**config.mk**
```make
export PLATFORM = sky130hd
export DESIGN_NAME = iqp_port
export DESIGN_NICKNAME = d
export VERILOG_FILES = /design/src/rtl/iqp_port.v
export VERILOG_INCLUDE_DIRS = /design/src /design/src/rtl
export SDC_FILE = /design/constraint.sdc
export NUM_CORES = 1
export LEC_CHECK = 0
export BUFFER_PORTS_ARGS = -buffer_cell sky130_fd_sc_hd__buf_2
export CAP_MARGIN = 15
export CELL_PAD_IN_SITES_DETAIL_PLACEMENT = 1
export CELL_PAD_IN_SITES_GLOBAL_PLACEMENT = 2
export CORE_AREA = 2 2 165 167
export DETAILED_ROUTE_END_ITERATION = 8
export DIE_AREA = 0 0 167 169
export GPL_ROUTABILITY_DRIVEN = 1
export MAX_ROUTING_LAYER = met4
export PLACE_DENSITY_LB_ADDON = 0.3
export SETUP_SLACK_MARGIN = 0.2
export SLEW_MARGIN = 30
export SYNTH_ARGS = -nofsm -noshare
export SYNTH_HDL_FRONTEND = slang
export SYNTH_SLANG_ARGS = --single-unit
export TNS_END_PERCENT = 5
```
**constraint.sdc**
```tcl
create_clock -name CORE_CLK_I -period 3.7 [get_ports CORE_CLK_I]
set_input_delay 0.37 -clock CORE_CLK_I [delete_from_list [all_inputs] [get_ports CORE_CLK_I]]
set_output_delay 0.37 -clock CORE_CLK_I [all_outputs]
set_load 0.01 [all_outputs]
```
**src/rtl/iqp_regs.vh**
```
// Purpose: constants for the I/Q sample parallel port
// Assumes: Avalon-MM word addressing, 32-bit data
// Notes: register map below
`ifndef IQP_REGS_VH
`define IQP_REGS_VH
`define IQP_ADDR_CTRL     4'h0
`define IQP_ADDR_RXFMT    4'h1
`define IQP_ADDR_TXFMT    4'h2
`define IQP_ADDR_STATUS   4'h3
`define IQP_ADDR_TXSAMP   4'h4
// ctrl fields
`define IQP_CTRL_HALF     0
`define IQP_CTRL_DIRREG   1
`define IQP_CTRL_TRANSMIT_DIRECTION_ENABLE     2
`define IQP_CTRL_RECEIVE_DIRECTION_ENABLE     3
`define IQP_CTRL_TWOCLK   4
`define IQP_CTRL_TXCLKOUT 5
`define IQP_CTRL_CLKFREE  6
// format fields (shared by rx and tx)
`define IQP_FMT_CLKINV    0
`define IQP_FMT_IFIRST    1
`define IQP_FMT_HILO      2
`define IQP_FMT_BNRY      3
`define IQP_FMT_DDR       4
`define IQP_FMT_SINGLE    5
`define IQP_FMT_SELQ      6
`define IQP_CTRL_RST      7'h00
`define IQP_FMT_RST       7'h00
`endif

```
**src/rtl/iqp_port.v**
```verilog
// Purpose: interleaved I/Q sample port, rx out and tx in, full and half duplex
// Assumes: one core clock; tx clock pin sampled and edge detected
// Notes: link rates are limited by the core clock in this model
//
// The Avalon-MM register port and the register addresses were decided locally.
`timescale 1ns/1ps
`include "iqp_regs.vh"
module iqp_port (
	input  wire        CORE_CLK_I,        // core clock
	input  wire        RESET_I,           // sync reset, high
	input  wire [3:0]  AVS_ADDRESS_I,     // word address
	input  wire        AVS_READ_I,        // read strobe
	input  wire        AVS_WRITE_I,       // write strobe
	input  wire [31:0] AVS_WRITEDATA_I,   // write data
	input  wire [3:0]  AVS_BYTEENABLE_I,  // byte enables
	output reg  [31:0] AVS_READDATA_O,    // read data
	output wire        AVS_WAITREQUEST_O, // wait request
	input  wire [11:0] RX_I_SAMPLE_I,     // rx I sample
	input  wire [11:0] RX_Q_SAMPLE_I,     // rx Q sample
	input  wire        RX_SAMPLE_VALID_I, // rx pair strobe
	output reg  [11:0] SHARED_DATA_O,     // shared bus out
	output wire        SHARED_DATA_OE_O,  // shared bus enable
	input  wire [11:0] SHARED_DATA_I,     // shared bus in
	output reg         SHARED_FLAG_O,     // shared flag out
	output wire        SHARED_FLAG_OE_O,  // shared flag enable
	input  wire        SHARED_FLAG_I,     // shared flag in
	output wire        SHARED_CLK_O,      // shared clock out
	output wire        SHARED_CLK_OE_O,   // shared clock enable
	input  wire        SHARED_CLK_I,      // shared clock in
	input  wire [11:0] TX_DATA_I,         // dedicated tx bus
	input  wire        TX_FLAG_I,         // tx channel flag
	output wire        TX_CLK_O,          // tx clock out
	output wire        TX_CLK_OE_O,       // tx clock enable
	input  wire        TX_CLK_I,          // tx clock in
	input  wire        BUS_DIR_I,         // direction pin, 1 = tx
	output reg  [11:0] TX_I_SAMPLE_O,     // assembled tx I
	output reg  [11:0] TX_Q_SAMPLE_O,     // assembled tx Q
	output reg         TX_SAMPLE_VALID_O  // tx pair strobe
);
	reg  [6:0]  ctrl_ff;
	reg  [6:0]  rxfmt_ff;
	reg  [6:0]  txfmt_ff;
	reg  [2:0]  transmit_port_clock_sync_ff;
	reg  [2:0]  shclk_sync_ff;
	reg  [1:0]  dir_sync_ff;
	reg  [12:0] txd_s1_ff;
	reg  [12:0] txd_s2_ff;
	reg  [12:0] shd_s1_ff;
	reg  [12:0] shd_s2_ff;
	reg  [11:0] rx_hold_ff;
	reg         rx_second_ff;
	reg         rx_div_ff;
	reg         rx_clk_ff;
	reg  [11:0] tx_first_ff;
	reg         tx_have_ff;
	reg  [11:0] tx_i_ff;
	reg         tx_clk_ff;
	reg  [7:0]  tx_pairs_ff;
	reg  [7:0]  rx_pairs_ff;
	reg         rx_ovf_ff;
	wire        half       = ctrl_ff[`IQP_CTRL_HALF];
	wire        two_clk    = ctrl_ff[`IQP_CTRL_TWOCLK];
	wire        transmit_port_clock_out  = ctrl_ff[`IQP_CTRL_TXCLKOUT];
	wire        clk_free   = ctrl_ff[`IQP_CTRL_CLKFREE];
	wire        rx_ddr     = rxfmt_ff[`IQP_FMT_DDR];
	wire        tx_ddr     = txfmt_ff[`IQP_FMT_DDR];
	reg         sh_rx;
	reg         sh_tx;
	wire        dir_tx_pin = dir_sync_ff[1];
	// direction decode
	always @* begin
		sh_rx = 1'b1;
		sh_tx = 1'b0;
		if (half) begin
			if (ctrl_ff[`IQP_CTRL_DIRREG]) begin
				// enable table: none = hi-z, rx wins when both set
				case ({ctrl_ff[`IQP_CTRL_TRANSMIT_DIRECTION_ENABLE], ctrl_ff[`IQP_CTRL_RECEIVE_DIRECTION_ENABLE]})
					2'b00: begin
						sh_rx = 1'b0;
						sh_tx = 1'b0;
					end
					2'b01: begin
						sh_rx = 1'b1;
						sh_tx = 1'b0;
					end
					2'b10: begin
						sh_rx = 1'b0;
						sh_tx = 1'b1;
					end
					default: begin
						sh_rx = 1'b1;
						sh_tx = 1'b0;
					end
				endcase
			end else begin
				sh_rx = ~dir_tx_pin;
				sh_tx = dir_tx_pin;
			end
		end
	end
	// avalon slave: writes take no wait, reads wait one cycle for registered data
	reg         rd_done_ff;
	reg         nxt_rd_done;
	always @* begin
		nxt_rd_done = 1'b0;
		if (AVS_READ_I && !rd_done_ff) begin
			nxt_rd_done = 1'b1;
		end
	end
	always @(posedge CORE_CLK_I) begin
		if (RESET_I) begin
			rd_done_ff <= 1'b0;
		end else begin
			rd_done_ff <= nxt_rd_done;
		end
	end
	// read data stands at the edge where waitrequest is seen low
	assign AVS_WAITREQUEST_O = AVS_READ_I & ~rd_done_ff;
	always @(posedge CORE_CLK_I) begin
		if (RESET_I) begin
			ctrl_ff  <= `IQP_CTRL_RST;
			rxfmt_ff <= `IQP_FMT_RST;
			txfmt_ff <= `IQP_FMT_RST;
		end else if (AVS_WRITE_I && AVS_BYTEENABLE_I[0]) begin
			case (AVS_ADDRESS_I)
				`IQP_ADDR_CTRL:  ctrl_ff  <= AVS_WRITEDATA_I[6:0];
				`IQP_ADDR_RXFMT: rxfmt_ff <= AVS_WRITEDATA_I[6:0];
				`IQP_ADDR_TXFMT: txfmt_ff <= AVS_WRITEDATA_I[6:0];
				default: ;
			endcase
		end
	end
	always @(posedge CORE_CLK_I) begin
		if (RESET_I)
			AVS_READDATA_O <= 32'h0;
		else if (AVS_READ_I && !rd_done_ff) begin
			case (AVS_ADDRESS_I)
				`IQP_ADDR_CTRL:   AVS_READDATA_O <= {25'h0, ctrl_ff};
				`IQP_ADDR_RXFMT:  AVS_READDATA_O <= {25'h0, rxfmt_ff};
				`IQP_ADDR_TXFMT:  AVS_READDATA_O <= {25'h0, txfmt_ff};
				`IQP_ADDR_STATUS: AVS_READDATA_O <= {13'h0, rx_ovf_ff, sh_tx, sh_rx,
					tx_pairs_ff, rx_pairs_ff};
				`IQP_ADDR_TXSAMP: AVS_READDATA_O <= {4'h0, TX_Q_SAMPLE_O, 4'h0, TX_I_SAMPLE_O};
				default:          AVS_READDATA_O <= 32'h0;
			endcase
		end
	end
	// pin synchronisers
	always @(posedge CORE_CLK_I) begin
		if (RESET_I) begin
			transmit_port_clock_sync_ff <= 3'h0;
			shclk_sync_ff <= 3'h0;
			dir_sync_ff   <= 2'h0;
			txd_s1_ff     <= 13'h0;
			txd_s2_ff     <= 13'h0;
			shd_s1_ff     <= 13'h0;
			shd_s2_ff     <= 13'h0;
		end else begin
			transmit_port_clock_sync_ff <= {transmit_port_clock_sync_ff[1:0], TX_CLK_I};
			shclk_sync_ff <= {shclk_sync_ff[1:0], SHARED_CLK_I};
			dir_sync_ff   <= {dir_sync_ff[0], BUS_DIR_I};
			txd_s1_ff     <= {TX_FLAG_I, TX_DATA_I};
			txd_s2_ff     <= txd_s1_ff;
			shd_s1_ff     <= {SHARED_FLAG_I, SHARED_DATA_I};
			shd_s2_ff     <= shd_s1_ff;
		end
	end
	// ---------------- receive side
	wire [11:0] rx_i_fmt = rxfmt_ff[`IQP_FMT_BNRY] ? RX_I_SAMPLE_I :
		{~RX_I_SAMPLE_I[11], RX_I_SAMPLE_I[10:0]};
	wire [11:0] rx_q_fmt = rxfmt_ff[`IQP_FMT_BNRY] ? RX_Q_SAMPLE_I :
		{~RX_Q_SAMPLE_I[11], RX_Q_SAMPLE_I[10:0]};
	wire        ifirst   = rxfmt_ff[`IQP_FMT_IFIRST];
	wire        i_hi     = rxfmt_ff[`IQP_FMT_HILO];
	wire        single   = rxfmt_ff[`IQP_FMT_SINGLE];
	wire        sel_q    = rxfmt_ff[`IQP_FMT_SELQ];
	wire        rx_run   = ~half | sh_rx;
	// word launch: one word per clock period (sdr) or per half period (ddr)
	wire        rx_launch = rx_ddr ? 1'b1 : rx_div_ff;
	always @(posedge CORE_CLK_I) begin
		if (RESET_I) begin
			SHARED_DATA_O <= 12'h0;
			SHARED_FLAG_O <= 1'b0;
			rx_hold_ff    <= 12'h0;
			rx_second_ff  <= 1'b0;
			rx_div_ff     <= 1'b0;
			rx_clk_ff     <= 1'b0;
			rx_pairs_ff   <= 8'h0;
			rx_ovf_ff     <= 1'b0;
		end else if (!rx_run) begin
			rx_second_ff <= 1'b0;
			rx_div_ff    <= 1'b0;
			rx_clk_ff    <= 1'b0;
		end else begin
			rx_div_ff <= ~rx_div_ff;
			// data changes with rising clock; ddr toggles every word
			if (rx_ddr) begin
				// single converter has no pair phase: toggle per word
				if (single) begin
					rx_clk_ff <= ~rx_clk_ff;
				end else begin
					rx_clk_ff <= rx_second_ff ? 1'b0 : 1'b1;
				end
			end else begin
				rx_clk_ff <= rx_launch;
			end
			if (rx_launch) begin
				if (single) begin
					SHARED_DATA_O <= sel_q ? rx_q_fmt : rx_i_fmt;
					SHARED_FLAG_O <= sel_q ^ i_hi;
				end else if (!rx_second_ff) begin
					if (RX_SAMPLE_VALID_I) begin
						SHARED_DATA_O <= ifirst ? rx_i_fmt : rx_q_fmt;
						rx_hold_ff    <= ifirst ? rx_q_fmt : rx_i_fmt;
						SHARED_FLAG_O <= ifirst ~^ i_hi;
						rx_second_ff  <= 1'b1;
						rx_pairs_ff   <= rx_pairs_ff + 8'h01;
					end
				end else begin
					SHARED_DATA_O <= rx_hold_ff;
					SHARED_FLAG_O <= ifirst ^ i_hi;
					rx_second_ff  <= 1'b0;
					rx_ovf_ff     <= rx_ovf_ff | RX_SAMPLE_VALID_I;
				end
			end
		end
	end
	// rx clock: inversion moves launch to falling edge
	wire rx_clk_pin = rx_clk_ff ^ rxfmt_ff[`IQP_FMT_CLKINV];
	// ---------------- transmit side
	wire        hd_tx_path = half & sh_tx;
	wire        tx_port_on = ~half;
	wire        use_shclk  = half & ~two_clk & ~transmit_port_clock_out;
	wire [2:0]  ck         = use_shclk ? shclk_sync_ff : transmit_port_clock_sync_ff;
	wire        ck_rise    = ck[1] & ~ck[2];
	wire        ck_fall    = ~ck[1] & ck[2];
	wire        own_rise   = transmit_port_clock_out & ~tx_ddr & tx_clk_ff & ~rx_div_ff;
	wire [12:0] tx_word    = hd_tx_path ? shd_s2_ff : txd_s2_ff;
	wire        tx_active  = tx_port_on | hd_tx_path;
	// ddr ignores the flag; clock edge names the channel
	wire        ext_clk    = tx_ddr | ~transmit_port_clock_out;
	wire        cap        = tx_active & (tx_ddr ? (ck_rise | ck_fall) :
		(ext_clk ? ck_rise : own_rise));
	wire        tx_flag    = tx_ddr ? ck_rise : tx_word[12];
	wire        is_i       = tx_flag ~^ txfmt_ff[`IQP_FMT_HILO];
	wire        is_first   = is_i ~^ txfmt_ff[`IQP_FMT_IFIRST];
	wire [11:0] tx_val     = txfmt_ff[`IQP_FMT_BNRY] ? tx_word[11:0] :
		{~tx_word[11], tx_word[10:0]};
	// a new format drops a half-built pair so it cannot pair across formats
	wire        tx_fmt_wr  = AVS_WRITE_I & AVS_BYTEENABLE_I[0] &
		(AVS_ADDRESS_I == `IQP_ADDR_TXFMT);
	always @(posedge CORE_CLK_I) begin
		if (RESET_I) begin
			tx_first_ff       <= 12'h0;
			tx_have_ff        <= 1'b0;
			tx_i_ff           <= 12'h0;
			tx_clk_ff         <= 1'b0;
			tx_pairs_ff       <= 8'h0;
			TX_I_SAMPLE_O     <= 12'h0;
			TX_Q_SAMPLE_O     <= 12'h0;
			TX_SAMPLE_VALID_O <= 1'b0;
		end else begin
			TX_SAMPLE_VALID_O <= 1'b0;
			tx_clk_ff         <= (tx_active & transmit_port_clock_out & ~tx_ddr) ? ~tx_clk_ff : 1'b0;
			if (!tx_active || tx_fmt_wr)
				tx_have_ff <= 1'b0;
			else if (cap) begin
				if (is_first) begin
					tx_first_ff <= tx_val;
					tx_i_ff     <= is_i ? tx_val : 12'h0;
					tx_have_ff  <= 1'b1;
				end else if (tx_have_ff) begin
					TX_I_SAMPLE_O     <= is_i ? tx_val : tx_first_ff;
					TX_Q_SAMPLE_O     <= is_i ? tx_first_ff : tx_val;
					TX_SAMPLE_VALID_O <= 1'b1;
					tx_have_ff        <= 1'b0;
					tx_pairs_ff       <= tx_pairs_ff + 8'h01;
				end
			end
		end
	end
	// ---------------- pins
	reg         sh_clk_oe;
	reg         sh_clk_val;
	reg         tx_clk_oe;
	wire        sh_tx_clk_src = half & sh_tx & ~two_clk & transmit_port_clock_out & ~tx_ddr;
	always @* begin
		sh_clk_oe  = 1'b0;
		sh_clk_val = 1'b0;
		tx_clk_oe  = 1'b0;
		// shared clock: rx clock when rx drives, tx clock in one-clock tx mode
		if (rx_run) begin
			sh_clk_oe  = clk_free | ~half | sh_rx;
			sh_clk_val = rx_clk_pin;
		end else if (sh_tx_clk_src) begin
			sh_clk_oe  = 1'b1;
			sh_clk_val = tx_clk_ff;
		end
		// dedicated tx clock: sourced, sdr, not folded onto the shared pin
		if (transmit_port_clock_out && !tx_ddr && (!half || two_clk)) begin
			tx_clk_oe = tx_port_on | hd_tx_path | clk_free;
		end
	end
	assign SHARED_DATA_OE_O = rx_run;
	assign SHARED_FLAG_OE_O = rx_run;
	assign SHARED_CLK_OE_O  = sh_clk_oe;
	assign SHARED_CLK_O     = sh_clk_val;
	assign TX_CLK_OE_O      = tx_clk_oe;
	assign TX_CLK_O         = tx_clk_oe & tx_clk_ff;
	// 200 MSPS target applies to the silicon port; here bounded by core clock
endmodule // iqp_port

```
======== After elaboration in Yosys (flattened, before gate mapping) ========
Cells that the tools add are included.
cells by class
  add/subtract/negate cells ............... 2
  eq/ne operators ......................... 5
  multiplexer cells ....................... 40
  bitwise gates (word level) .............. 53
  reductions and logical operators ........ 27
operator list
  kind                                                                   count
  28-bit case mux with 5 select lines                                    1
  12-bit 2-to-1 mux                                                      11
  1-bit 2-to-1 mux                                                       26
  1-bit NOT                                                              21
  1-bit AND                                                              18
  8-bit by 1-bit adder with 8-bit output, second input constant          2
  13-bit 2-to-1 mux                                                      1
  4-bit by 2-bit equality test with 1-bit output, second input constant  2
  1-bit bitwise OR                                                       8
  2-bit AND reduction                                                    4
  4-bit AND reduction                                                    2
  2-bit OR reduction                                                     4
  3-bit AND reduction                                                    2
  5-bit AND reduction                                                    1
  4-bit by 1-bit equality test with 1-bit output, second input constant  1
  4-bit by 3-bit equality test with 1-bit output, second input constant  1
  1-bit logical AND                                                      4
  1-bit zero test                                                        4
  4-bit zero test                                                        1
  4-bit OR reduction                                                     1
  3-bit 2-to-1 mux                                                       1
  3-bit nonzero test                                                     1
  1-bit XNOR                                                             3
  1-bit bitwise XOR                                                      3
  other kinds (3)                                                        4
word-level totals
  bits in registers ....................... 198
  input port bits ......................... 98
  word-level logic and storage cells ...... 154

======== Longest topological paths before layout ========
Gate-level depths: netlist (run 1).
  word-level depth ........................ 11
  mapped depth ............................ 13

======== Worst setup path after synthesis (run 1) ========
OpenSTA, ideal clock, no wires.
  path type ............................... reg-to-reg
  start ................................... reg ctrl_ff[0]
  end ..................................... reg TX_Q_SAMPLE_O[10]
  data arrival time ....................... 2683 ps
  slack ................................... 880 ps
  stages on the path, launching flop included .. 14
  path buffers ............................ 3
  cells stage by stage .................... dfxtp_1 -> buf_4 -> nand2b_1 -> nor2_1 -> mux2_2 -> ha_1 -> nand2_1 -> o31ai_1 -> or3_1 -> clkbuf_2 -> or4_1 -> buf_2 -> o21bai_1 -> a211oi_1
between the ends
  word-level cells in the longest chain between the ends .. 10
ends and longest elaborated chain
  item                                  line            text
  start: declaration                    iqp_port.v:40   reg [6:0] ctrl_ff;
  start signal: assignment              iqp_port.v:121  ctrl_ff <= `IQP_CTRL_RST;
  start signal: assignment              iqp_port.v:126  `IQP_ADDR_CTRL: ctrl_ff <= AVS_WRITEDATA_I[6:0];
  1-bit AND (2 in series)               iqp_port.v:233  wire use_shclk = half & ~two_clk & ~transmit_port_clock_out;
  3-bit 2-to-1 mux                      iqp_port.v:234  wire [2:0] ck = use_shclk ? shclk_sync_ff : transmit_port_clock_sync_ff;
  1-bit NOT                             iqp_port.v:235  wire ck_rise = ck[1] & ~ck[2];
  1-bit AND                             iqp_port.v:235
  1-bit 2-to-1 mux                      iqp_port.v:244  wire tx_flag = tx_ddr ? ck_rise : tx_word[12];
  1-bit XNOR                            iqp_port.v:245  wire is_i = tx_flag ~^ txfmt_ff[`IQP_FMT_HILO];
  1-bit XNOR                            iqp_port.v:246  wire is_first = is_i ~^ txfmt_ff[`IQP_FMT_IFIRST];
  1-bit NOT (no source line)            n/a
  4-bit AND reduction (no source line)  n/a
  end signal: assignment                iqp_port.v:274  TX_Q_SAMPLE_O <= is_i ? tx_first_ff : tx_val;
  end: declaration                      iqp_port.v:37   output reg [11:0] TX_Q_SAMPLE_O,
Parallel ways exist; a longest one is shown, timed or not.
A chain may end at the register's enable or synchronous reset.

======== Final worst setup path (run 1) ========
  start ................................... reg ctrl_ff[4]
  end ..................................... reg TX_Q_SAMPLE_O[5]
between the ends
  word-level cells in the longest chain between the ends .. 11
ends and longest elaborated chain
  item                                  line
  1-bit NOT *                           iqp_port.v:233
  1-bit AND * (2 in series)             iqp_port.v:233
  3-bit 2-to-1 mux *                    iqp_port.v:234
  1-bit NOT                             iqp_port.v:235
  1-bit AND                             iqp_port.v:235
  1-bit 2-to-1 mux                      iqp_port.v:244
  1-bit XNOR                            iqp_port.v:245
  1-bit XNOR                            iqp_port.v:246
  1-bit NOT (no source line)            n/a
  4-bit AND reduction (no source line)  n/a
Mark *: on every way between the ends. The rest lies on a longest branch, timed or not.

==> summary.md, run 1 <==
| Metric | Value |
|---|---|
| Status | `complete, no violations` |
| Seq/Total Area, Yosys | `45.4%` |
| Die width | `167 microns` |
| Slew headroom | `36.3%` |
| Number of port buffers | `142` |
| First-pass GRT wire length | `39.4 mm` |
| Clock-pin slew on the worst setup and hold paths | `0.08 ns` |
| Seq cells post-synth | `194` |
| Main synth FF type | `dfxtp_1` |
| Detail Route Antenna Nets | `0` |
| Fin. Hold Viols | `0` |
| HPWL Detailed | `17.3 mm` |
| Ratio of cells with drive above 1 in the final layout | `20.0%` |
| Syn avg cell area | `9.16 sq um` |
| Net Sw Frac | `26.2%` |
| 1st-iter DRT viols | `376` |
| Worst-path cell chain | `nand2b_1, nor2_1, mux2_2, ha_1, nand2_1, o31ai_1, or3_1, or4_1, o21bai_1, a211oi_1` |
| Post-Syn Area | `0.00855 sq mm` |
| Hold slack final | `0.139 ns` |
| Global placer's final weighted congestion | `0.785` |
| PwrDens | `431 mW/mm^2` |
| Starting Density | `32.3%` |
| Ys Warns | `0` |
| ANT cells | `0` |
| Drt wl/cell | `17.8 microns` |
| H-tree lvl count | `4` |
| Worst path required time | `4.00 ns` |
| CTS tree | `yes` |
| Leak Pwr | `4.01 nW` |
| Core Util, Final | `38.6%` |
| Critical path class | `reg -> reg` |
| Number of enable flip-flop cells after synthesis | `0` |
| Yosys cell types | `61` |
| IR drop worst, VDD | `0.000260 V` |
| FFs w/ async S/R, synth | `0%` |
| Max stage delay on crit path | `0.65 ns` |
| NetSw | `0.00115 W` |
| CP startpoint kind | `register` |
| Clock Skews | `0.0155 ns` |
| Min cycle time layout | `3.13 ns` |
| Num rows | `60` |
| Cell taking the most area after synthesis | `dfxtp_1` |
| CTS Hold Bufs | `0` |
| CORE AREA | `0.0265 sq mm` |
| Worst slew pin tran | `0.952 ns` |
| CP Capture Type | `register` |
| Nets | `1145` |
| Buf+Inv Stages, Crit Path | `0` |
| CTS sink cnt | `194` |
| Commonest cells in the synthesized netlist | `194 x dfxtp_1, 100 x nor2_1, 96 x a21oi_1` |
| Clock Path Buffers | `2` |
| Worst Path Arrival | `3.43 ns` |
| GRT Overall Usage | `18.2%` |
| Worst min-delay path class | `in -> reg` |
| Top delay family on crit path | `simple AND/OR/NAND/NOR gates` |
| Logic gate share of total power | `7.6%` |
| Crit-path slowest cell | `or4_1` |
| Die area | `0.0282 sq mm` |
| Fin crit share | `84.7%` |
| Finish-stage setup viols | `0` |
| Final routed DRC violation total | `0` |
| Final std cells w/o fill | `1397` |
| Placed Area | `0.00961 sq mm` |
| Setup TNS Final | `0 ns` |
| RSZ-0062 raised after global routing | `no` |
| TritonCTS buffer count | `17` |
| Area contributors post-synth | `dfxtp_1 45%, mux2i_1 10%, a211oi_1 5.9%, a21oi_1 5.6%, nor2b_1 5.0%` |
| Most frequent cell after synthesis | `dfxtp_1` |
| Critical path peak fanout | `9` |
| F_max | `0.319 GHz` |
| I/O Pins | `175` |
| Cell internal pwr | `0.00325 W` |
| Clk network pwr share | `43.2%` |
| Clock latency on the worst-skew pair | `0.44 ns` |
| Flop pwr share | `49.2%` |
| Slew Limit Fails | `0` |
| Share of Yosys cell area claimed by the top area cell type | `45.4%` |
| Worst R2R Setup Slack | `0.57 ns` |
| Via count | `7080` |
| Largest net degree at the start of global routing | `113` |
| Dpl cells | `1365` |
| Wirelength, routed | `24.9 mm` |
| Post-CTS Setup Inserts | `0` |
| Synth Instances | `934` |
| Post-CTS resize count | `0` |
| Die Span Y | `169 microns` |
| 1st-pass router iterations | `8` |
| # Max-Cap Violations | `0` |
| GRT overflow | `0` |
| Initial antenna violation count | `0` |
| Clk root buf | `clkbuf_16` |
| Final Cell Area | `0.0102 sq mm` |
| Post-DR vias/cell | `5.07` |
| Vias in the first global route | `6943` |
| Syn-to-layout area delta | `19.5%` |
## routing by layer
metal  track usage [%]  up-vias  part of all wire, %
met5                 -        -                    0
li1                  -     3534                    -
met1              24.2     3400                   49
met3              3.69       17                  4.4
met4              4.39        0                  1.1
met2              28.6      129                   46
## through the flow
stage,setup slack [ns],total power (W)
final,0.567,0.00441
after global routing,0.310,0.00462
after CTS,0.494,0.00449
after detailed placement,0.549,0.00256
after global placement,0.572,0.00255
after floorplan,0.880,0.00243
## sequential cells by signal, indices dropped and copies added (netlist names), 13 cells and up
| name | flops |
|---|---|
| txd_s2_ff | 13 |
| shd_s1_ff | 13 |
| shd_s2_ff | 13 |
| AVS_READDATA_O | 28 |
| txd_s1_ff | 13 |
## final timing paths
check,from,to,depth (start not counted)
worst max-delay path,ctrl_ff[4]$_SDFFE_PP0P_,TX_Q_SAMPLE_O[5]$_SDFFE_PP0P_,10
worst min-delay path,TX_DATA_I[9],txd_s1_ff[9]$_SDFF_PP0_,2
worst max register to register,ctrl_ff[4]$_SDFFE_PP0P_,TX_Q_SAMPLE_O[5]$_SDFFE_PP0P_,10
worst min register to register,shd_s1_ff[9]$_SDFF_PP0_,shd_s2_ff[9]$_SDFF_PP0_,1
## power by group through the flow
stage | registers, W | logic (W) | clock network [W]
3_3_place_gp | 0.00222 | 0.000333 | 0
3_5_place_dp | 0.00222 | 0.000338 | 0
5_1_grt | 0.00218 | 0.000374 | 0.00207
4_1_cts | 0.00217 | 0.000340 | 0.00198
6_report | 0.00217 | 0.000334 | 0.00191
2_1_floorplan | 0.00221 | 0.000212 | 0
## logic make-up (layout without fill, tap and decap cells)
kind of cell    count (synthesis)  in the layout  share of synthesized area, %
xor+xnor                       14             14                          1.59
mux                            89             89                          10.4
simple gates                  290            290                          17.4
flops                         194            194                          45.4
other cells                     1              4                        0.0438
fa+ha+maj                       4              4                         0.585
compound gates                245            245                          19.6
buf+inv                        97            216                          4.94
## cells in the final DEF (no fill, tap or decap), types with 3 or more instances in the layout
master,count
a222oi_1,7
o21a_1,4
o21bai_1,9
a21o_1,11
inv_1,16
and2_1,5
o211ai_1,4
buf_4,22
o31ai_1,7
a22oi_1,15
o21ai_1,3
mux2i_1,88
nor2b_1,68
ha_1,4
inv_6,4
conb_1,4
xnor2_1,5
nor3_1,10
clkbuf_16,17
buf_12,4
o21ai_0,5
a21oi_1,96
or4_1,7
inv_8,4
dfxtp_1,194
nand3_1,24
nor2_1,100
o211a_1,3
and3_1,3
or3_1,3
xor2_1,8
nor4_1,3
a211oi_1,67
buf_2,141
nand2_1,36
nand2b_1,12
## final cells by class
class	instances	area, sq um
multi-input combinational	646	4280
fill	3099	16300
tap	341	427
inverter	16	60.1
clock inverter	15	184
timing repair buffer	168	962
sequential	194	3880
clock buffer	17	425
No activity file was read; power rests on OpenSTA's default activity.
==> run 2: changes to the inputs <==
--- a/config.mk
+++ b/config.mk
@@ -6,13 +6,14 @@
 export SDC_FILE = /design/constraint.sdc
 export NUM_CORES = 1
 export LEC_CHECK = 0
+export ABC_AREA = 1
 export BUFFER_PORTS_ARGS = -buffer_cell sky130_fd_sc_hd__buf_2
 export CAP_MARGIN = 15
 export CELL_PAD_IN_SITES_DETAIL_PLACEMENT = 1
 export CELL_PAD_IN_SITES_GLOBAL_PLACEMENT = 2
-export CORE_AREA = 2 2 165 167
+export CORE_AREA = 2 2 171 173
 export DETAILED_ROUTE_END_ITERATION = 8
-export DIE_AREA = 0 0 167 169
+export DIE_AREA = 0 0 173 175
 export GPL_ROUTABILITY_DRIVEN = 1
 export MAX_ROUTING_LAYER = met4
 export PLACE_DENSITY_LB_ADDON = 0.3
==> constraint.sdc (replaced) <==
create_clock -name CORE_CLK_I -period 2.95 [get_ports CORE_CLK_I]
set_input_delay 0.295 -clock CORE_CLK_I [delete_from_list [all_inputs] [get_ports CORE_CLK_I]]
set_output_delay 0.295 -clock CORE_CLK_I [all_outputs]
set_load 0.01 [all_outputs]
==> run 2 against run 1 <==
Compared with the run above:
- fmax up 26%
- die area up 7.3%
- combinational power up 37%
- utilization down 2.9 points
- via count up 9.8%
- count of clock-buffer cells in the layout up 1
- clock power up 24%
- final cell count up 22%
- sequential cell count unchanged
- register-to-register slack worse by 0.11 ns
- highest routed layer unchanged
- clock skew down 0.0026 ns
==> summary.md, run 2 <==
| Metric | Value |
|---|---|
| Most frequent cell after synthesis | `nand2_1` |
| Hold path depth | `3` |
| Area contributors post-synth | `dfxtp_1 46%, nand2_1 9.7%, nor2_1 8.3%, o21ai_0 7.4%, inv_1 7.0%` |
| Logic gate share of total power | `8.2%` |
| Yosys cell types | `46` |
| Final worst slack | `0.454 ns` |
| 1st-pass router iterations | `4` |
| Vias in the first global route | `7789` |
| RSZ-0062 raised after global routing | `yes` |
| Slew headroom | `50.7%` |
| Syn avg cell area | `7.12 sq um` |
| Post-Syn Area | `0.00842 sq mm` |
| Commonest cells in the synthesized netlist | `217 x nand2_1, 194 x dfxtp_1, 187 x nor2_1` |
| Clock Skews | `0.0129 ns` |
| Reg with most FFs | `AVS_READDATA_O` |
| Commonest non-fill, non-tap cell in the layout | `nand2_1` |
| H-tree lvl count | `4` |
| NetSw | `0.00149 W` |
| Syn-to-layout area delta | `20.4%` |
| Post-CTS Setup Inserts | `0` |
| First-pass GRT wire length | `41.9 mm` |
| Most frequent cells in the layout | `217 x nand2_1, 194 x dfxtp_1, 186 x nor2_1` |
| Critical path peak fanout | `15` |
| Ys Warns | `0` |
| TritonCTS buffer count | `17` |
| Detail Route Antenna Nets | `0` |
| Clk network pwr share | `42.4%` |
| Synth Instances | `1182` |
| GRT Overall Usage | `18.1%` |
| Clock latency on the worst-skew pair | `0.44 ns` |
| Worst path required time | `3.28 ns` |
| Total power | `0.00557 W` |
| Seq cells post-synth | `194` |
| Number of port buffers | `142` |
| Seq/Total Area, Yosys | `46.1%` |
| Die Span Y | `175 microns` |
| HPWL Detailed | `18.7 mm` |
| Leak Pwr | `4.58 nW` |
| Reg2Reg Depth | `15` |
| Starting Density | `29.7%` |
| Number of enable flip-flop cells after synthesis | `0` |
| Fillers | `3586` |
| FFs w/ async S/R, synth | `0%` |
| Cell internal pwr | `0.00407 W` |
| Num rows | `62` |
| Nets | `1407` |
| Clk root buf | `clkbuf_16` |
| Die area | `0.0303 sq mm` |
| # Max-Cap Violations | `0` |
| Max reg flops | `28` |
| Status | `complete, no violations` |
| Top delay family on crit path | `simple AND/OR/NAND/NOR gates` |
| Clock-pin slew on the worst setup and hold paths | `0.08 ns` |
| CP Capture Type | `register` |
| CTS tree | `yes` |
| Share of Yosys cell area claimed by the top area cell type | `46.1%` |
| Global placer's final weighted congestion | `0.783` |
| Setup TNS Final | `0 ns` |
| Largest net degree at the start of global routing | `92` |
| Drt wl/cell | `15.3 microns` |
| Min cycle time layout | `2.50 ns` |
| Worst Path Arrival | `2.83 ns` |
| Worst slew pin tran | `0.739 ns` |
| Via count | `7774` |
| I/O Pins | `175` |
| Final std cells w/o fill | `1703` |
| Post-DR vias/cell | `4.56` |
| CTS sink cnt | `194` |
| Worst-path cell chain | `inv_1, nor2_1, nand2_1, nand2_1, o21ai_1, ha_1, or2_2, nand3_2, nand2_2, buf_4, nand2_1, o21ai_0, buf_4, nor2_1, nor2_1` |
| F_max | `0.401 GHz` |
| Core Util, Final | `35.7%` |
| Dpl cells | `1670` |
| Cell taking the most area after synthesis | `dfxtp_1` |
| CP startpoint kind | `register` |
| Wirelength, routed | `26.0 mm` |
| Worst R2R Setup Slack | `0.45 ns` |
| PwrDens | `549 mW/mm^2` |
| Net Sw Frac | `26.8%` |
| Crit-path slowest cell | `dfxtp_1` |
| Clock Path Buffers | `2` |
| Final routed DRC violation total | `0` |
| Initial antenna violation count | `1` |
| GRT overflow | `0` |
| IR drop worst, VDD | `0.000348 V` |
| Flop pwr share | `49.3%` |
| Worst min-delay path class | `in -> reg` |
| Max stage delay on crit path | `0.33 ns` |
| Worst path depth | `15` |
| Critical path class | `reg -> reg` |
| 1st-iter DRT viols | `417` |
| CTS Hold Bufs | `0` |
| Ratio of cells with drive above 1 in the final layout | `17.5%` |
| Main synth FF type | `dfxtp_1` |
| Fin. Hold Viols | `0` |
| DP Worst Slack | `0.405 ns` |
| Buf+Inv Stages, Crit Path | `3` |
| Finish-stage setup viols | `0` |
| Die width | `173 microns` |
| Post-CTS resize count | `0` |
| Fin crit share | `84.6%` |
| Slew Limit Fails | `0` |
| CORE AREA | `0.0284 sq mm` |
==> run 2: layer usage <==
metal / GRT usage (%) / share of wire (%) / vias up
li1: - / - / 3995
met5: - / 0 / -
met4: 4.41 / 0.92 / 0
met1: 22.9 / 48 / 3658
met2: 30.2 / 48 / 107
met3: 2.68 / 2.6 / 14
==> run 2: final timing paths <==
| kind | startpoint | endpoint |
|---|---|---|
| max | ctrl_ff[0]$_SDFFE_PP0P_ | TX_I_SAMPLE_O[7]$_SDFFE_PP0P_ |
| min reg2reg | shd_s1_ff[11]$_SDFF_PP0_ | shd_s2_ff[11]$_SDFF_PP0_ |
| min | SHARED_DATA_I[4] | shd_s1_ff[4]$_SDFF_PP0_ |
| max reg2reg | ctrl_ff[0]$_SDFFE_PP0P_ | TX_I_SAMPLE_O[7]$_SDFFE_PP0P_ |
==> run 2: stage by stage <==
step	area, sq um	hold slack [ns]
6_report	10100	0.0549
5_1_grt	10100	0.0468
4_1_cts	10100	0.0372
3_5_place_dp	9540	0.396
3_3_place_gp	9540	0.392
2_1_floorplan	8430	0.388
==> run 2: layout make-up <==
class / instances / area (sq um) / share of cell area, %
Clock buffer: 18 / 429 / 4.23
Inverter: 165 / 619 / 6.11
Timing Repair Buffer: 166 / 931 / 9.18
Sequential cell: 194 / 3880 / 38.3
Multi-Input combinational cell: 761 / 3630 / 35.8
Tap cell: 384 / 480 / 4.74
Clock inverter: 14 / 163 / 1.60
Antenna cell: 1 / 2.50 / 0.0247
==> run 2: worst reg2reg max path: cells and delay by family (launching register included) <==
family | cells | cell delay [ns]
AO/OA/AOI/OAI | 2 | 0.17
AND/OR/NAND/NOR | 9 | 1.21
adder cells (fa/ha/maj) | 1 | 0.22
buffers and inverters | 3 | 0.47
flip-flops | 1 | 0.33
==> run 2: cell families (layout without fill, tap and decap cells) <==
group / count (synthesis) / count (layout) / synth area share (%)
AOI/OAI and AO/OA: 244 / 244 / 16.0
xor gates and xnor gates: 12 / 12 / 1.25
adders and majority gates: 4 / 4 / 0.594
buffers and inverters: 230 / 363 / 11.0
DFF: 194 / 194 / 46.1
muxes: 6 / 6 / 0.713
other: 1 / 5 / 0.0445
and+or+nand+nor: 491 / 491 / 24.3
==> run 2: power groups by stage <==
stage | combinational (W) | clock (W) | sequential [W]
6_report | 0.000458 | 0.00236 | 0.00274
3_3_place_gp | 0.000459 | 0 | 0.00280
4_1_cts | 0.000468 | 0.00244 | 0.00275
2_1_floorplan | 0.000262 | 0 | 0.00281
3_5_place_dp | 0.000467 | 0 | 0.00281
5_1_grt | 0.000524 | 0.00256 | 0.00276
==> run 3: changes to the inputs <==
==> constraint.sdc (replaced) <==
create_clock -name CORE_CLK_I -period 2.3 [get_ports CORE_CLK_I]
set_input_delay 0.23 -clock CORE_CLK_I [delete_from_list [all_inputs] [get_ports CORE_CLK_I]]
set_output_delay 0.23 -clock CORE_CLK_I [all_outputs]
set_load 0.01 [all_outputs]
==> run 3 against run 2 <==
Compared with the run above:
- routed wire length is 3.4% higher
- via count is 4.1% higher
- largest cell class unchanged
- final cell count is 3.2% higher
- utilization is 2.6 points higher
- first-iteration DRC count is 4.1% lower
- sequential share of layout area is 2.5 points lower
- critical endpoint is now TX_I_SAMPLE_O[4]$_SDFFE_PP0P_
- sequential cell count stayed put
- die area stayed put
- register-to-register slack worse by 0.39 ns
==> summary.md, run 3 (same netlist as run 2, synthesis figures left out) <==
| Metric | Value |
|---|---|
| Status | `complete, no violations` |
| Commonest non-fill, non-tap cell in the layout | `nand2_1` |
| Clk root buf | `clkbuf_16` |
| Slew Limit Fails | `0` |
| Reg with most FFs | `AVS_READDATA_O` |
| Starting Density | `29.7%` |
| Die width | `173 microns` |
| Global placer's final weighted congestion | `0.784` |
| RSZ-0062 raised after global routing | `yes` |
| Clock Skews | `0.0224 ns` |
| CORE AREA | `0.0284 sq mm` |
| Leak Pwr | `4.90 nW` |
| Fin. Hold Viols | `0` |
| IR drop worst, VDD | `0.000474 V` |
| CTS tree | `yes` |
| Wirelength, routed | `26.9 mm` |
| Vias in the first global route | `8094` |
| Post-DR vias/cell | `4.60` |
| Final routed DRC violation total | `0` |
| Fin crit share | `97.2%` |
| TritonCTS buffer count | `17` |
| Worst path required time | `2.63 ns` |
| # Max-Cap Violations | `0` |
| 1st-pass router iterations | `4` |
| Worst slew pin tran | `0.600 ns` |
| F_max | `0.447 GHz` |
| 1st-iter DRT viols | `400` |
| Most frequent cells in the layout | `206 x nand2_1, 189 x dfxtp_1, 177 x nor2_1` |
| Num rows | `62` |
| Critical path peak fanout | `8` |
| GRT overflow | `0` |
| Via count | `8093` |
| Ratio of cells with drive above 1 in the final layout | `21.2%` |
| Die area | `0.0303 sq mm` |
| Clock latency on the worst-skew pair | `0.45 ns` |
| Worst Path Arrival | `2.57 ns` |
| CP Capture Type | `register` |
| Largest net degree at the start of global routing | `92` |
| Nets | `1463` |
| Initial antenna violation count | `0` |
| Detail Route Antenna Nets | `0` |
| Min cycle time layout | `2.24 ns` |
| ANT cells | `0` |
| Max reg flops | `28` |
| H-tree lvl count | `4` |
| Critical path class | `reg -> reg` |
| GRT Overall Usage | `18.5%` |
| Clock Path Buffers | `2` |
| Syn-to-layout area delta | `29.1%` |
| Met2 usage | `31.8%` |
| Slew headroom | `60.0%` |
| I/O Pins | `175` |
| PwrDens | `671 mW/mm^2` |
| Met1 global-route usage | `23.2%` |
| HPWL Detailed | `19.2 mm` |
| First-pass GRT wire length | `43.2 mm` |
| Die Span Y | `175 microns` |
| Worst min-delay path class | `in -> reg` |
| Number of port buffers | `142` |
| CP startpoint kind | `register` |
| Drt wl/cell | `15.3 microns` |
| Grt met3 use | `2.70%` |
| Clock-pin slew on the worst setup and hold paths | `0.08 ns` |
| Setup TNS Final | `0 ns` |
| Finish-stage setup viols | `0` |
| Global route hottest layer | `met2` |
| CTS sink cnt | `194` |
| Total power | `0.00730 W` |
-- run 3: changes by cell type in the layout (fill, tap and decap cells not counted), sizes merged --
cell / change
buf: +29
dlygate4sd3: +27
clkinv: +4
bufinv: -1
clkbuf: -1
clkinvlp: -1
diode: -1
inv: -1
-- run 3: what timing repair did --
action                                  in CTS  in global routing
gates cloned                                 1                  0
hold buffers                                27                  0
buffers inserted                             2                  3
pin swaps                                    6                 12
gates resized for setup                     11                 28
endpoints found under the setup margin      50                 52
hold endpoints to repair                    27                  0
-- run 3: per-stage QoR --
| step | setup slack (ns) | hold WS, ns | cells | util (%) | area, sq um |
|---|---|---|---|---|---|
| finish | 0.0639 | 0.0228 | 1758 | 38.3 | 10900 |
| global route | -0.0783 | 0.0329 | 1758 | 38.3 | 10900 |
| CTS | 0.0486 | 0.00425 | 1755 | 37.9 | 10700 |
| detailed placement | -0.0630 | 0.398 | 1693 | 34.4 | 9770 |
| global placement | 0.00103 | 0.390 | 1693 | 34.4 | 9770 |
| floorplan | 0.199 | 0.337 | 1185 | - | 8440 |
-- run 3: final timing paths --
check	startpoint	end	slack, ns	cells past startpoint
setup / recovery	ctrl_ff[0]$_SDFFE_PP0P_	TX_I_SAMPLE_O[4]$_SDFFE_PP0P_	0.06	14
hold / removal	SHARED_FLAG_I	shd_s1_ff[12]$_SDFF_PP0_	0.02	3
setup reg to reg	ctrl_ff[0]$_SDFFE_PP0P_	TX_I_SAMPLE_O[4]$_SDFFE_PP0P_	0.06	14
hold reg to reg	txd_s1_ff[12]$_SDFF_PP0_	txd_s2_ff[12]$_SDFF_PP0_	0.41	2
-- run 3: routing by layer --
layer | routed length [microns] | up-vias | part of all wire, %
li1 | - | 4099 | -
met1 | 12600 | 3867 | 47
met2 | 13400 | 118 | 50
met3 | 786 | 9 | 2.9
met4 | 144 | 0 | 0.54
met5 | 0 | - | 0
-- run 3: final cells by class --
cell class,instances,area (sq um)
clock inverters,15,201
multi-input cells,761,3750
well taps,384,480
inverters,165,619
clock buffers,17,425
flip-flops and latches,194,3890
fillers,3593,17500
repair buffers,222,1510
-- run 3: critical path: stages (launching register included) --
cell and delay (ns):
dfxtp_2 0.34, inv_2 0.05, nor2_4 0.10, nand2_4 0.08, mux2i_4 0.21, ha_2 0.19
or2_2 0.31, nand3_2 0.09, nand3_2 0.09, nand2_4 0.11, nand3_4 0.10, buf_12 0.17
buf_12 0.13, nor2_2 0.10, nor2_1 0.06
-- run 3: where the power goes --
| part | leakage [nW] | switching, W | internal [W] |
|---|---|---|---|
| clock | 0.303 | 0.00161 | 0.00151 |
| combinational | 3.01 | 0.000404 | 0.000253 |
| sequential | 1.59 | 0.0000493 | 0.00347 |
| total | 4.90 | 0.00206 | 0.00523 |
